$ cat src/rtl/wcu_pkg.sv
// Purpose: shared constants for the wide counter unit
// Assumes: 32-bit AHB-Lite register bus, one 10 MHz core clock
// Notes: every offset and field position lives here, with the control, count, buffer and read-data reset values

package wcu_pkg;

    // ****************************************************************
    // register byte offsets
    // ****************************************************************
    localparam logic [7:0] OFS_CONTROL = 8'h00;
    localparam logic [7:0] OFS_LOW = 8'h04;
    localparam logic [7:0] OFS_HIGH = 8'h08;
    localparam logic [7:0] OFS_FLAG = 8'h0C;

    // ****************************************************************
    // counter_control field positions
    // ****************************************************************
    localparam int BIT_RUN = 0;
    localparam int BIT_CSEL = 1;
    localparam int BIT_SYNC_DIS = 2;
    localparam int BIT_OSC_EN = 3;
    localparam int BIT_PRE_LO = 4;
    localparam int BIT_PRE_HI = 5;
    localparam int BIT_SYSCLK_STAT = 6;
    localparam int BIT_WIDE = 7;

    // overflow flag register fields
    localparam int BIT_OVF_FLAG = 0;
    localparam int BIT_OVF_IE = 1;

    // ****************************************************************
    // reset values and widths
    // ****************************************************************
    localparam logic [7:0] CONTROL_RESET = 8'h00;
    localparam logic [15:0] COUNT_RESET = 16'h0000;
    localparam logic [7:0] HIGH_BUF_RESET = 8'h00;
    localparam logic [15:0] COUNT_ALL_ONES = 16'hFFFF;
    localparam logic [31:0] RDATA_RESET = 32'h0000_0000;
    localparam int PRE_W = 3;

    // ****************************************************************
    // timing: instruction cycle is four core clocks
    // ****************************************************************
    localparam int FOSC_PER_INST = 4;
    localparam logic [1:0] INST_LAST = 2'(FOSC_PER_INST - 1);

    // synchronised input lanes
    localparam int N_IN = 4;
    localparam int IN_EXT_PIN = 0;
    localparam int IN_XTAL_PIN = 1;
    localparam int IN_OSC_CLK = 2;
    localparam int IN_SYSCLK = 3;

    // ahb transfer types
    localparam logic [1:0] HTRANS_NONSEQ = 2'h2;

endpackage : wcu_pkg

$ cat src/rtl/wcu_core_if.sv
// Purpose: carrier between the counter top and its helper modules
// Assumes: all members but raw live on the core clock; raw is unsynchronised
// Notes: raw inputs go in, synchronised levels and edges come back

`timescale 1ns/1ns

interface wcu_core_if;
    import wcu_pkg::*;
    logic [N_IN-1:0] raw;
    logic [N_IN-1:0] lvl;
    logic [N_IN-1:0] rise;
    logic tick_in;
    logic pre_clr;
    logic [1:0] pre_sel;
    logic tick_out;

    modport sync (input raw, output lvl, output rise);
    modport pre (input tick_in, input pre_clr, input pre_sel,
        output tick_out);
    modport core (output raw, output tick_in, output pre_clr,
        output pre_sel, input lvl, input rise, input tick_out);
endinterface : wcu_core_if

$ cat src/rtl/wcu_sync.sv
// Purpose: two-flop synchronisers with rising edge detect
// Assumes: raw inputs may change at any time
// Notes: first flop feeds only the second flop

`timescale 1ns/1ns

module wcu_sync (
    // clock and reset
    input wire logic clk_i,
    input wire logic nrst_i,
    // carrier
    wcu_core_if.sync bus
);
    import wcu_pkg::*;

    logic [N_IN-1:0] meta;
    logic [N_IN-1:0] stage;
    logic [N_IN-1:0] prev;

    // one synchroniser per input lane
    genvar g;
    generate
        for (g = 0; g < N_IN; g++) begin : g_lane
            always_ff @(posedge clk_i or negedge nrst_i) begin
                if (!nrst_i) begin
                    meta[g] <= 1'b0;
                    stage[g] <= 1'b0;
                    prev[g] <= 1'b0;
                end else begin
                    meta[g] <= bus.raw[g];
                    stage[g] <= meta[g];
                    prev[g] <= stage[g];
                end
            end
            assign bus.lvl[g] = stage[g];
            // edge from the second and third flops only
            assign bus.rise[g] = stage[g] & ~prev[g];
        end
    endgenerate

endmodule : wcu_sync

$ cat src/rtl/wcu_prescale.sv
// Purpose: 1:1 to 1:8 input prescaler
// Assumes: tick_in is a one-cycle pulse
// Notes: clear restarts the ratio count from zero

`timescale 1ns/1ns

module wcu_prescale (
    // clock and reset
    input wire logic clk_i,
    input wire logic nrst_i,
    // carrier
    wcu_core_if.pre bus
);
    import wcu_pkg::*;

    logic [PRE_W-1:0] cnt;
    logic [PRE_W-1:0] last;

    // ratio minus one: 0, 1, 3, 7
    assign last = PRE_W'((4'h1 << bus.pre_sel) - 4'h1);
    assign bus.tick_out = bus.tick_in && (cnt == last) && !bus.pre_clr;

    // clear wins so a low-byte write restarts cleanly
    always_ff @(posedge clk_i or negedge nrst_i) begin
        if (!nrst_i) begin
            cnt <= '0;
        end else if (bus.pre_clr) begin
            cnt <= '0;
        end else if (bus.tick_in) begin
            cnt <= (cnt >= last) ? '0 : PRE_W'(cnt + 1'b1);
        end
    end

endmodule : wcu_prescale

$ cat src/rtl/wcu_top.sv
// Purpose: 16-bit timer/counter with crystal oscillator control
// Assumes: AHB-Lite slave, 32-bit data, word access only
// Notes: reads take one wait state, writes none

`timescale 1ns/1ns

module wcu_top (
    // clock and reset
    input wire logic MCLK_I,
    input wire logic NRST_I,
    // ahb-lite slave
    input wire logic HSEL_I,
    input wire logic [31:0] HADDR_I,
    input wire logic [1:0] HTRANS_I,
    input wire logic HWRITE_I,
    input wire logic [2:0] HSIZE_I,
    input wire logic [31:0] HWDATA_I,
    input wire logic HREADY_I,
    output logic [31:0] HRDATA_O,
    output logic HREADYOUT_O,
    output logic HRESP_O,
    // shared port pins: bit 0 count clock, bit 1 crystal input
    input wire logic [1:0] PIN_I,
    output logic [1:0] PIN_O,
    output logic [1:0] PIN_OE_O,
    input wire logic [1:0] PORT_DIR_I,
    input wire logic [1:0] PORT_OUT_I,
    output logic [1:0] PORT_READ_O,
    // crystal oscillator cell
    input wire logic OSC_CLK_I,
    output logic XTAL_EN_O,
    // system and event inputs
    input wire logic SYSCLK_FROM_OSC_I,
    input wire logic SLEEP_I,
    input wire logic SPECIAL_RESET_I,
    // overflow request
    output logic OVF_IRQ_O
);
    import wcu_pkg::*;

    // ****************************************************************
    // helper instances
    // ****************************************************************
    wcu_core_if cif ();

    wcu_sync u_sync (
        .clk_i(MCLK_I),
        .nrst_i(NRST_I),
        .bus(cif.sync)
    );

    wcu_prescale u_pre (
        .clk_i(MCLK_I),
        .nrst_i(NRST_I),
        .bus(cif.pre)
    );

    assign cif.raw[IN_EXT_PIN] = PIN_I[0];
    assign cif.raw[IN_XTAL_PIN] = PIN_I[1];
    assign cif.raw[IN_OSC_CLK] = OSC_CLK_I;
    assign cif.raw[IN_SYSCLK] = SYSCLK_FROM_OSC_I;

    // ****************************************************************
    // state
    // ****************************************************************
    logic count_run_enable;
    logic clock_source_select;
    logic external_sync_disable;
    logic crystal_osc_enable;
    logic [1:0] input_prescale_select;
    logic wide_access_mode;
    logic [15:0] count;
    logic [7:0] high_buf;
    logic overflow_flag;
    logic overflow_irq_enable;
    logic [1:0] inst_cnt;
    logic inst_en;
    logic sync_pend;

    // bus pipeline
    logic wr_pend;
    logic rd_pend;
    logic [7:0] ph_addr;
    logic addr_ok;
    logic [7:0] wbyte;

    // ****************************************************************
    // bus address phase
    // ****************************************************************
    // only word transfers are accepted; others pass as no-ops
    assign addr_ok = HSEL_I && HREADY_I && (HTRANS_I == HTRANS_NONSEQ)
        && (HSIZE_I == 3'h2);
    assign wbyte = HWDATA_I[7:0];

    // capture address for the data phase
    always_ff @(posedge MCLK_I or negedge NRST_I) begin
        if (!NRST_I) begin
            wr_pend <= 1'b0;
            rd_pend <= 1'b0;
            ph_addr <= 8'h00;
        end else begin
            if (HREADY_I || rd_pend) begin
                wr_pend <= addr_ok && HWRITE_I;
                rd_pend <= addr_ok && !HWRITE_I;
            end
            if (addr_ok) begin
                ph_addr <= HADDR_I[7:0];
            end
        end
    end

    // a read waits one cycle so a preceding write is visible
    always_ff @(posedge MCLK_I or negedge NRST_I) begin
        if (!NRST_I) begin
            HREADYOUT_O <= 1'b1;
            HRESP_O <= 1'b0;
        end else begin
            HREADYOUT_O <= !(addr_ok && !HWRITE_I);
            HRESP_O <= 1'b0;
        end
    end

    // write strobes, valid in the write data phase; rd_low in the read data phase
    logic wr_ctl;
    logic wr_low;
    logic wr_high;
    logic wr_flag;
    logic rd_low;
    assign wr_ctl = wr_pend && (ph_addr == OFS_CONTROL);
    assign wr_low = wr_pend && (ph_addr == OFS_LOW);
    assign wr_high = wr_pend && (ph_addr == OFS_HIGH);
    assign wr_flag = wr_pend && (ph_addr == OFS_FLAG);
    assign rd_low = rd_pend && (ph_addr == OFS_LOW);

    // ****************************************************************
    // control register
    // ****************************************************************
    // all control bits zero from reset
    always_ff @(posedge MCLK_I or negedge NRST_I) begin
        if (!NRST_I) begin
            count_run_enable <= CONTROL_RESET[BIT_RUN];
            clock_source_select <= CONTROL_RESET[BIT_CSEL];
            external_sync_disable <= CONTROL_RESET[BIT_SYNC_DIS];
            crystal_osc_enable <= CONTROL_RESET[BIT_OSC_EN];
            input_prescale_select <= CONTROL_RESET[BIT_PRE_HI:BIT_PRE_LO];
            wide_access_mode <= CONTROL_RESET[BIT_WIDE];
        end else if (wr_ctl) begin
            count_run_enable <= wbyte[BIT_RUN];
            clock_source_select <= wbyte[BIT_CSEL];
            external_sync_disable <= wbyte[BIT_SYNC_DIS];
            crystal_osc_enable <= wbyte[BIT_OSC_EN];
            input_prescale_select <= wbyte[BIT_PRE_HI:BIT_PRE_LO];
            wide_access_mode <= wbyte[BIT_WIDE];
        end
    end

    // ****************************************************************
    // count source selection
    // ****************************************************************
    // instruction cycle enable, one core clock in four
    always_ff @(posedge MCLK_I or negedge NRST_I) begin
        if (!NRST_I) begin
            inst_cnt <= 2'h0;
        end else begin
            inst_cnt <= (inst_cnt == INST_LAST) ? 2'h0 : inst_cnt + 2'h1;
        end
    end
    assign inst_en = (inst_cnt == INST_LAST);

    // oscillator edges replace the pin when enabled
    logic src_rise;
    assign src_rise = crystal_osc_enable ? cif.rise[IN_OSC_CLK]
        : cif.rise[IN_EXT_PIN];

    // synced mode holds an edge for the next instruction cycle
    always_ff @(posedge MCLK_I or negedge NRST_I) begin
        if (!NRST_I) begin
            sync_pend <= 1'b0;
        end else if (src_rise) begin
            sync_pend <= 1'b1;
        end else if (inst_en && !SLEEP_I) begin
            sync_pend <= 1'b0;
        end
    end

    // input tick to the prescaler; sleep stops the core clock
    // internal source ticks per instruction cycle
    // the unsynchronised path keeps counting while asleep
    logic tick;
    always_comb begin
        tick = 1'b0;
        if (!clock_source_select) begin
            tick = inst_en && !SLEEP_I;
        end else if (external_sync_disable) begin
            tick = src_rise;
        end else begin
            tick = sync_pend && inst_en && !SLEEP_I;
        end
    end

    // prescaler only sees ticks while running
    assign cif.tick_in = tick && count_run_enable;
    // ratio straight from the select field
    assign cif.pre_sel = input_prescale_select;
    // only low-byte writes clear the prescaler
    assign cif.pre_clr = wr_low;

    // ****************************************************************
    // counter, buffer and overflow
    // ****************************************************************
    logic adv;
    logic sp_ok;
    assign adv = cif.tick_out && count_run_enable;
    // special reset is unreliable in asynchronous mode, so it is gated
    assign sp_ok = SPECIAL_RESET_I
        && !(clock_source_select && external_sync_disable);

    // a software write takes priority over the event reset
    always_ff @(posedge MCLK_I or negedge NRST_I) begin
        if (!NRST_I) begin
            count <= COUNT_RESET;
        end else begin
            if (wr_low) begin
                count[7:0] <= wbyte;
                // high byte loaded from buffer together
                if (wide_access_mode) begin
                    count[15:8] <= high_buf;
                end
            end else if (wr_high && !wide_access_mode) begin
                // byte mode writes the live high byte
                count[15:8] <= wbyte;
            end else if (sp_ok) begin
                count <= COUNT_RESET;
            end else if (adv) begin
                // wraps from all ones to zero
                count <= count + 16'h0001;
            end
        end
    end

    // wide-mode high byte accesses hit only the buffer
    always_ff @(posedge MCLK_I or negedge NRST_I) begin
        if (!NRST_I) begin
            high_buf <= HIGH_BUF_RESET;
        end else if (wr_high && wide_access_mode) begin
            high_buf <= wbyte;
        end else if (rd_low && wide_access_mode) begin
            // snapshot of the live high byte
            high_buf <= count[15:8];
        end
    end

    // overflow flag; a set in the clear cycle wins
    always_ff @(posedge MCLK_I or negedge NRST_I) begin
        if (!NRST_I) begin
            overflow_flag <= 1'b0;
            overflow_irq_enable <= 1'b0;
        end else begin
            if (adv && !sp_ok && !wr_low && count == COUNT_ALL_ONES
                && !(wr_high && !wide_access_mode)) begin
                overflow_flag <= 1'b1;
            end else if (wr_flag && wbyte[BIT_OVF_FLAG]) begin
                overflow_flag <= 1'b0;
            end
            if (wr_flag) begin
                overflow_irq_enable <= wbyte[BIT_OVF_IE];
            end
        end
    end

    // enable gates the latched flag onto the request
    always_ff @(posedge MCLK_I or negedge NRST_I) begin
        if (!NRST_I) begin
            OVF_IRQ_O <= 1'b0;
        end else begin
            OVF_IRQ_O <= overflow_flag && overflow_irq_enable;
        end
    end

    // ****************************************************************
    // read data
    // ****************************************************************
    logic [7:0] ctl_rd;
    // status bit follows the synchronised clock-source level
    assign ctl_rd = {wide_access_mode, cif.lvl[IN_SYSCLK],
        input_prescale_select, crystal_osc_enable,
        external_sync_disable, clock_source_select, count_run_enable};

    // high-byte address meaning depends on access mode
    always_ff @(posedge MCLK_I or negedge NRST_I) begin
        if (!NRST_I) begin
            HRDATA_O <= RDATA_RESET;
        end else if (rd_pend) begin
            unique case (ph_addr)
                OFS_CONTROL: HRDATA_O <= {24'h0, ctl_rd};
                OFS_LOW: HRDATA_O <= {24'h0, count[7:0]};
                OFS_HIGH: HRDATA_O <= {24'h0,
                    wide_access_mode ? high_buf : count[15:8]};
                OFS_FLAG: HRDATA_O <= {30'h0, overflow_irq_enable,
                    overflow_flag};
                default: HRDATA_O <= RDATA_RESET;
            endcase
        end
    end

    // ****************************************************************
    // pins and oscillator
    // ****************************************************************
    // running counter turns both pins to inputs, reads zero
    always_ff @(posedge MCLK_I or negedge NRST_I) begin
        if (!NRST_I) begin
            PIN_O <= 2'h0;
            PIN_OE_O <= 2'h0;
            PORT_READ_O <= 2'h0;
        end else begin
            PIN_O <= PORT_OUT_I;
            PIN_OE_O <= count_run_enable ? 2'h0 : ~PORT_DIR_I;
            PORT_READ_O <= count_run_enable ? 2'h0
                : {cif.lvl[IN_XTAL_PIN], cif.lvl[IN_EXT_PIN]};
        end
    end

    // oscillator power follows its enable bit alone
    // sleep has no say, so it keeps running when idle
    always_ff @(posedge MCLK_I or negedge NRST_I) begin
        if (!NRST_I) begin
            XTAL_EN_O <= 1'b0;
        end else begin
            XTAL_EN_O <= crystal_osc_enable;
        end
    end

endmodule : wcu_top

$ cat config.mk
export PLATFORM = sky130hd
export DESIGN_NAME = wcu_top
export DESIGN_NICKNAME = d
export VERILOG_FILES = /design/src/rtl/wcu_pkg.sv /design/src/rtl/wcu_core_if.sv /design/src/rtl/wcu_sync.sv /design/src/rtl/wcu_prescale.sv /design/src/rtl/wcu_top.sv
export SDC_FILE = /design/constraint.sdc
export NUM_CORES = 1
export LEC_CHECK = 0
export BUFFER_PORTS_ARGS = -buffer_cell sky130_fd_sc_hd__clkbuf_2
export CELL_PAD_IN_SITES_DETAIL_PLACEMENT = 1
export CELL_PAD_IN_SITES_GLOBAL_PLACEMENT = 1
export CORE_ASPECT_RATIO = 0.8
export CORE_MARGIN = 1.5
export CORE_UTILIZATION = 39
export DETAILED_ROUTE_END_ITERATION = 6
export GPL_TIMING_DRIVEN = 0
export HOLD_SLACK_MARGIN = 0.02
export PLACE_DENSITY_LB_ADDON = 0.1
export SLEW_MARGIN = 30
export SYNTH_ARGS = -nofsm -noshare
export SYNTH_HDL_FRONTEND = slang
export SYNTH_SLANG_ARGS = --single-unit
$ cat constraint.sdc
create_clock -name MCLK_I -period 2.7 [get_ports MCLK_I]
set_input_delay 0.405 -clock MCLK_I [delete_from_list [all_inputs] [get_ports MCLK_I]]
set_output_delay 0.405 -clock MCLK_I [all_outputs]
set_load 0.02 [all_outputs]
==> metrics.md <==
| Metric | Value |
|---|---|
| Final hold vios | `0` |
| CTS resizes | `0` |
| Layout cells sized above 1 | `26.2%` |
| H-tree depth | `3` |
| Port-buffer cells | `52` |
| Element type at the critical path end | `flip-flop` |
| Initial antenna violation count | `0` |
| Clk_lat worst skew | `0.34 ns` |
| Post-layout util | `48.5%` |
| Average cell area after synthesis | `10.1 sq um` |
| Die ar. | `11,300 sq um` |
| Nature of the critical path startpoint | `flip-flop` |
| Hold Path Class | `in2async` |
| Routed WL per cell | `19.4 microns` |
| Nets | `589` |
| Synth Flop Type | `dfrtp_1` |
| Worst EP arrival | `2.70 ns` |
| CP bufs+invs | `1` |
| Critical path required time | `2.89 ns` |
| FMAX | `399 MHz` |
| Min Tclk post-route | `2.51 ns` |
| Final setup fails | `0` |
| I/O pin count | `126` |
| Design Power | `3.51 mW` |
| First-pass GRT wire length | `19.8 mm` |
| Die X | `118 microns` |
| Clk sinks | `76` |
| Critical path peak fanout | `7` |
| Cell family with the largest share of critical-path delay | `compound AO/OA/AOI/OAI gates` |
| Vias in the first global route | `3,636` |
| Worst-path clk slew | `0.06 ns` |
| Total grt overflow | `0` |
| DRT iter0 DRCs | `197` |
| Drt first pass iters | `4` |
| Area growth syn-to-layout | `20.3%` |
| CTS buffer count | `9` |
| Initial Util | `40.3%` |
| CP peak stage delay | `0.45 ns` |
| Post-CTS Setup Repair Bufs | `0` |
| Max IR drop VDD | `0.307 mV` |
| GRT Total Usage | `23.4%` |
| Pre-CTS setup slack | `0.208 ns` |
| CP Depth | `8` |
| Die Span Y | `95.2 microns` |
| Core Rows | `33` |
| Via Count | `3,550` |
| Critical path class | `reg2reg` |
| Outcome | `finished, final reports clean` |
| Cts hold-fix bufs | `0` |
| Root buffer cell | `clkbuf_16` |
| Clock Path Buffers | `2` |
| Worst-Margin Slew | `0.703 ns` |
| Core region area | `10,300 sq um` |
| Pin count of the biggest net entering global routing | `77` |
| Cell variety after synth | `67` |
| Via density per instance | `5.52` |
| DRC errors left | `0` |
| Synth Register Bits | `76` |
| Seq/Total Area, Yosys | `46.0%` |
| TNS Setup | `0 ns` |
| Final wirelength | `12.5 mm` |
| DP HPWL | `9.11 mm` |
| Cell Pwr Density | `704 nW/um^2` |
| CTS tree | `done` |
| Antenna Nets Post-Route | `0` |
| Syn. warnings | `0` |
| Fin crit share | `92.9%` |
| Clk_skew | `0.00792 ns` |
| Most frequent cells in the layout | `dfrtp_1, clkbuf_2, nand2_1` |
| Number of flops mapped to enable cells by yosys | `0` |
| Slew headroom | `52.7%` |
| Hold_ws | `0.0895 ns` |
| Most common cell on crit path | `o21ai_0` |
| Leak | `2.37 nW` |
| Placer congestion estimate | `0.910` |
| Depth of the most critical reg-to-reg path | `8` |
| RSZ-0062 raised after global routing | `false` |
| Fill count | `1,153` |
| Slowest cell on the critical path | `o21ai_0` |
| Post-Syn Area | `4140 sq um` |
| Pins Over Slew Limit | `0` |
| Fraction of registers with async set/reset | `100%` |
| Synth Instances | `412` |
| Worst setup margin | `0.192 ns` |
| Cell Chain, Critical Path | `or2_2 -> ha_1 -> and3_1 -> o211a_1 -> or2_0 -> clkbuf_2 -> o21ai_0 -> o21ai_0` |
| Commonest non-fill, non-tap cell in the layout | `dfrtp_1` |
| Max cap viols | `0` |
| Antenna cell count | `0` |
per-layer routing:
metal	routed length [microns]	vias to the layer above	track usage [%]	share of wire, %
li1	-	1621	-	-
met1	5810	1797	31.7	47
met2	5590	119	36.4	45
met3	945	13	6.76	7.6
met4	134	0	7.62	1.1
met5	0	-	0	0
worst paths after layout:
| kind | startpoint | to | slack [ns] |
|---|---|---|---|
| max | cif.pre_sel[0] | count[4] | 0.19 |
| min | NRST_I | u_pre.cnt[2] | 0.09 |
| max reg2reg | cif.pre_sel[0] | count[4] | 0.19 |
| min reg2reg | u_sync.meta[2] | u_sync.bus.lvl[2] | 0.35 |
| max in group asynchronous | NRST_I | overflow_flag | 2.17 |
| min in group MCLK_I | PORT_OUT_I[1] | PIN_O[1] | 0.17 |
synth_stat cells, drive strengths merged (7+ instances only):
cell     number  share of area (%)
o22ai        11                1.7
mux2         16                4.8
a2bb2oi       7                1.5
dfrtp        75                 45
buf          37                6.2
mux2i        20                4.8
nand2        29                2.8
o22a          7                1.5
nor2         26                2.4
o21ai        18                2.2
inv          21                1.9
nor4          8                1.6
nand3        18                2.2
a21oi        25                3.1
sequential cells by signal, indices dropped and copies added, names as in the netlist, 3 cells and up:
register,cells
high_buf,8
HRDATA_O,8
ph_addr,8
count,16
u_sync.meta,4
u_pre.cnt,3
u_sync.bus.lvl,4
logic make-up (layout without fill, tap and decap cells):
family / Yosys count / in the layout / share of synthesized area, %
compound gates: 101 / 101 / 16.6
buf+inv: 64 / 131 / 8.70
flops: 76 / 76 / 46.0
mux: 36 / 36 / 9.64
other cells: 1 / 25 / 0.0905
fa+ha+maj: 6 / 6 / 1.81
xor+xnor: 4 / 4 / 0.846
simple gates: 124 / 124 / 16.4
worst reg2reg max path: cells and delay by family (launching register included):
| family | cells | cell delay (ns) |
|---|---|---|
| buffers and inverters | 1 | 0.18 |
| adders and majority gates | 1 | 0.30 |
| and+or+nand+nor | 3 | 0.70 |
| DFF | 1 | 0.41 |
| AOI/OAI and AO/OA | 3 | 0.76 |
report_power, final:
| group | switching, mW | internal (mW) |
|---|---|---|
| Sequential | 0.117 | 1.27 |
| Combinational | 0.486 | 0.348 |
| Clock | 0.487 | 0.802 |
through the flow:
step | std cells | cell area, sq um
finish | 643 | 4980
global route | 643 | 4980
CTS | 643 | 4980
detailed placement | 628 | 4680
global placement | 628 | 4670
floorplan | 436 | 4230
area by class of cell:
cell class / instances / area (sq um) / area share [%]
Inverter: 21 / 78.8 / 1.58
Clock inverter: 5 / 77.6 / 1.56
Sequential cell: 76 / 1900 / 38.2
Clock buffer: 10 / 229 / 4.60
Tap cell: 140 / 175 / 3.52
Buffer: 43 / 282 / 5.65
Multi-Input combinational cell: 296 / 1970 / 39.5
Timing Repair Buffer: 52 / 269 / 5.40
Power figures use the tool's default switching activity.
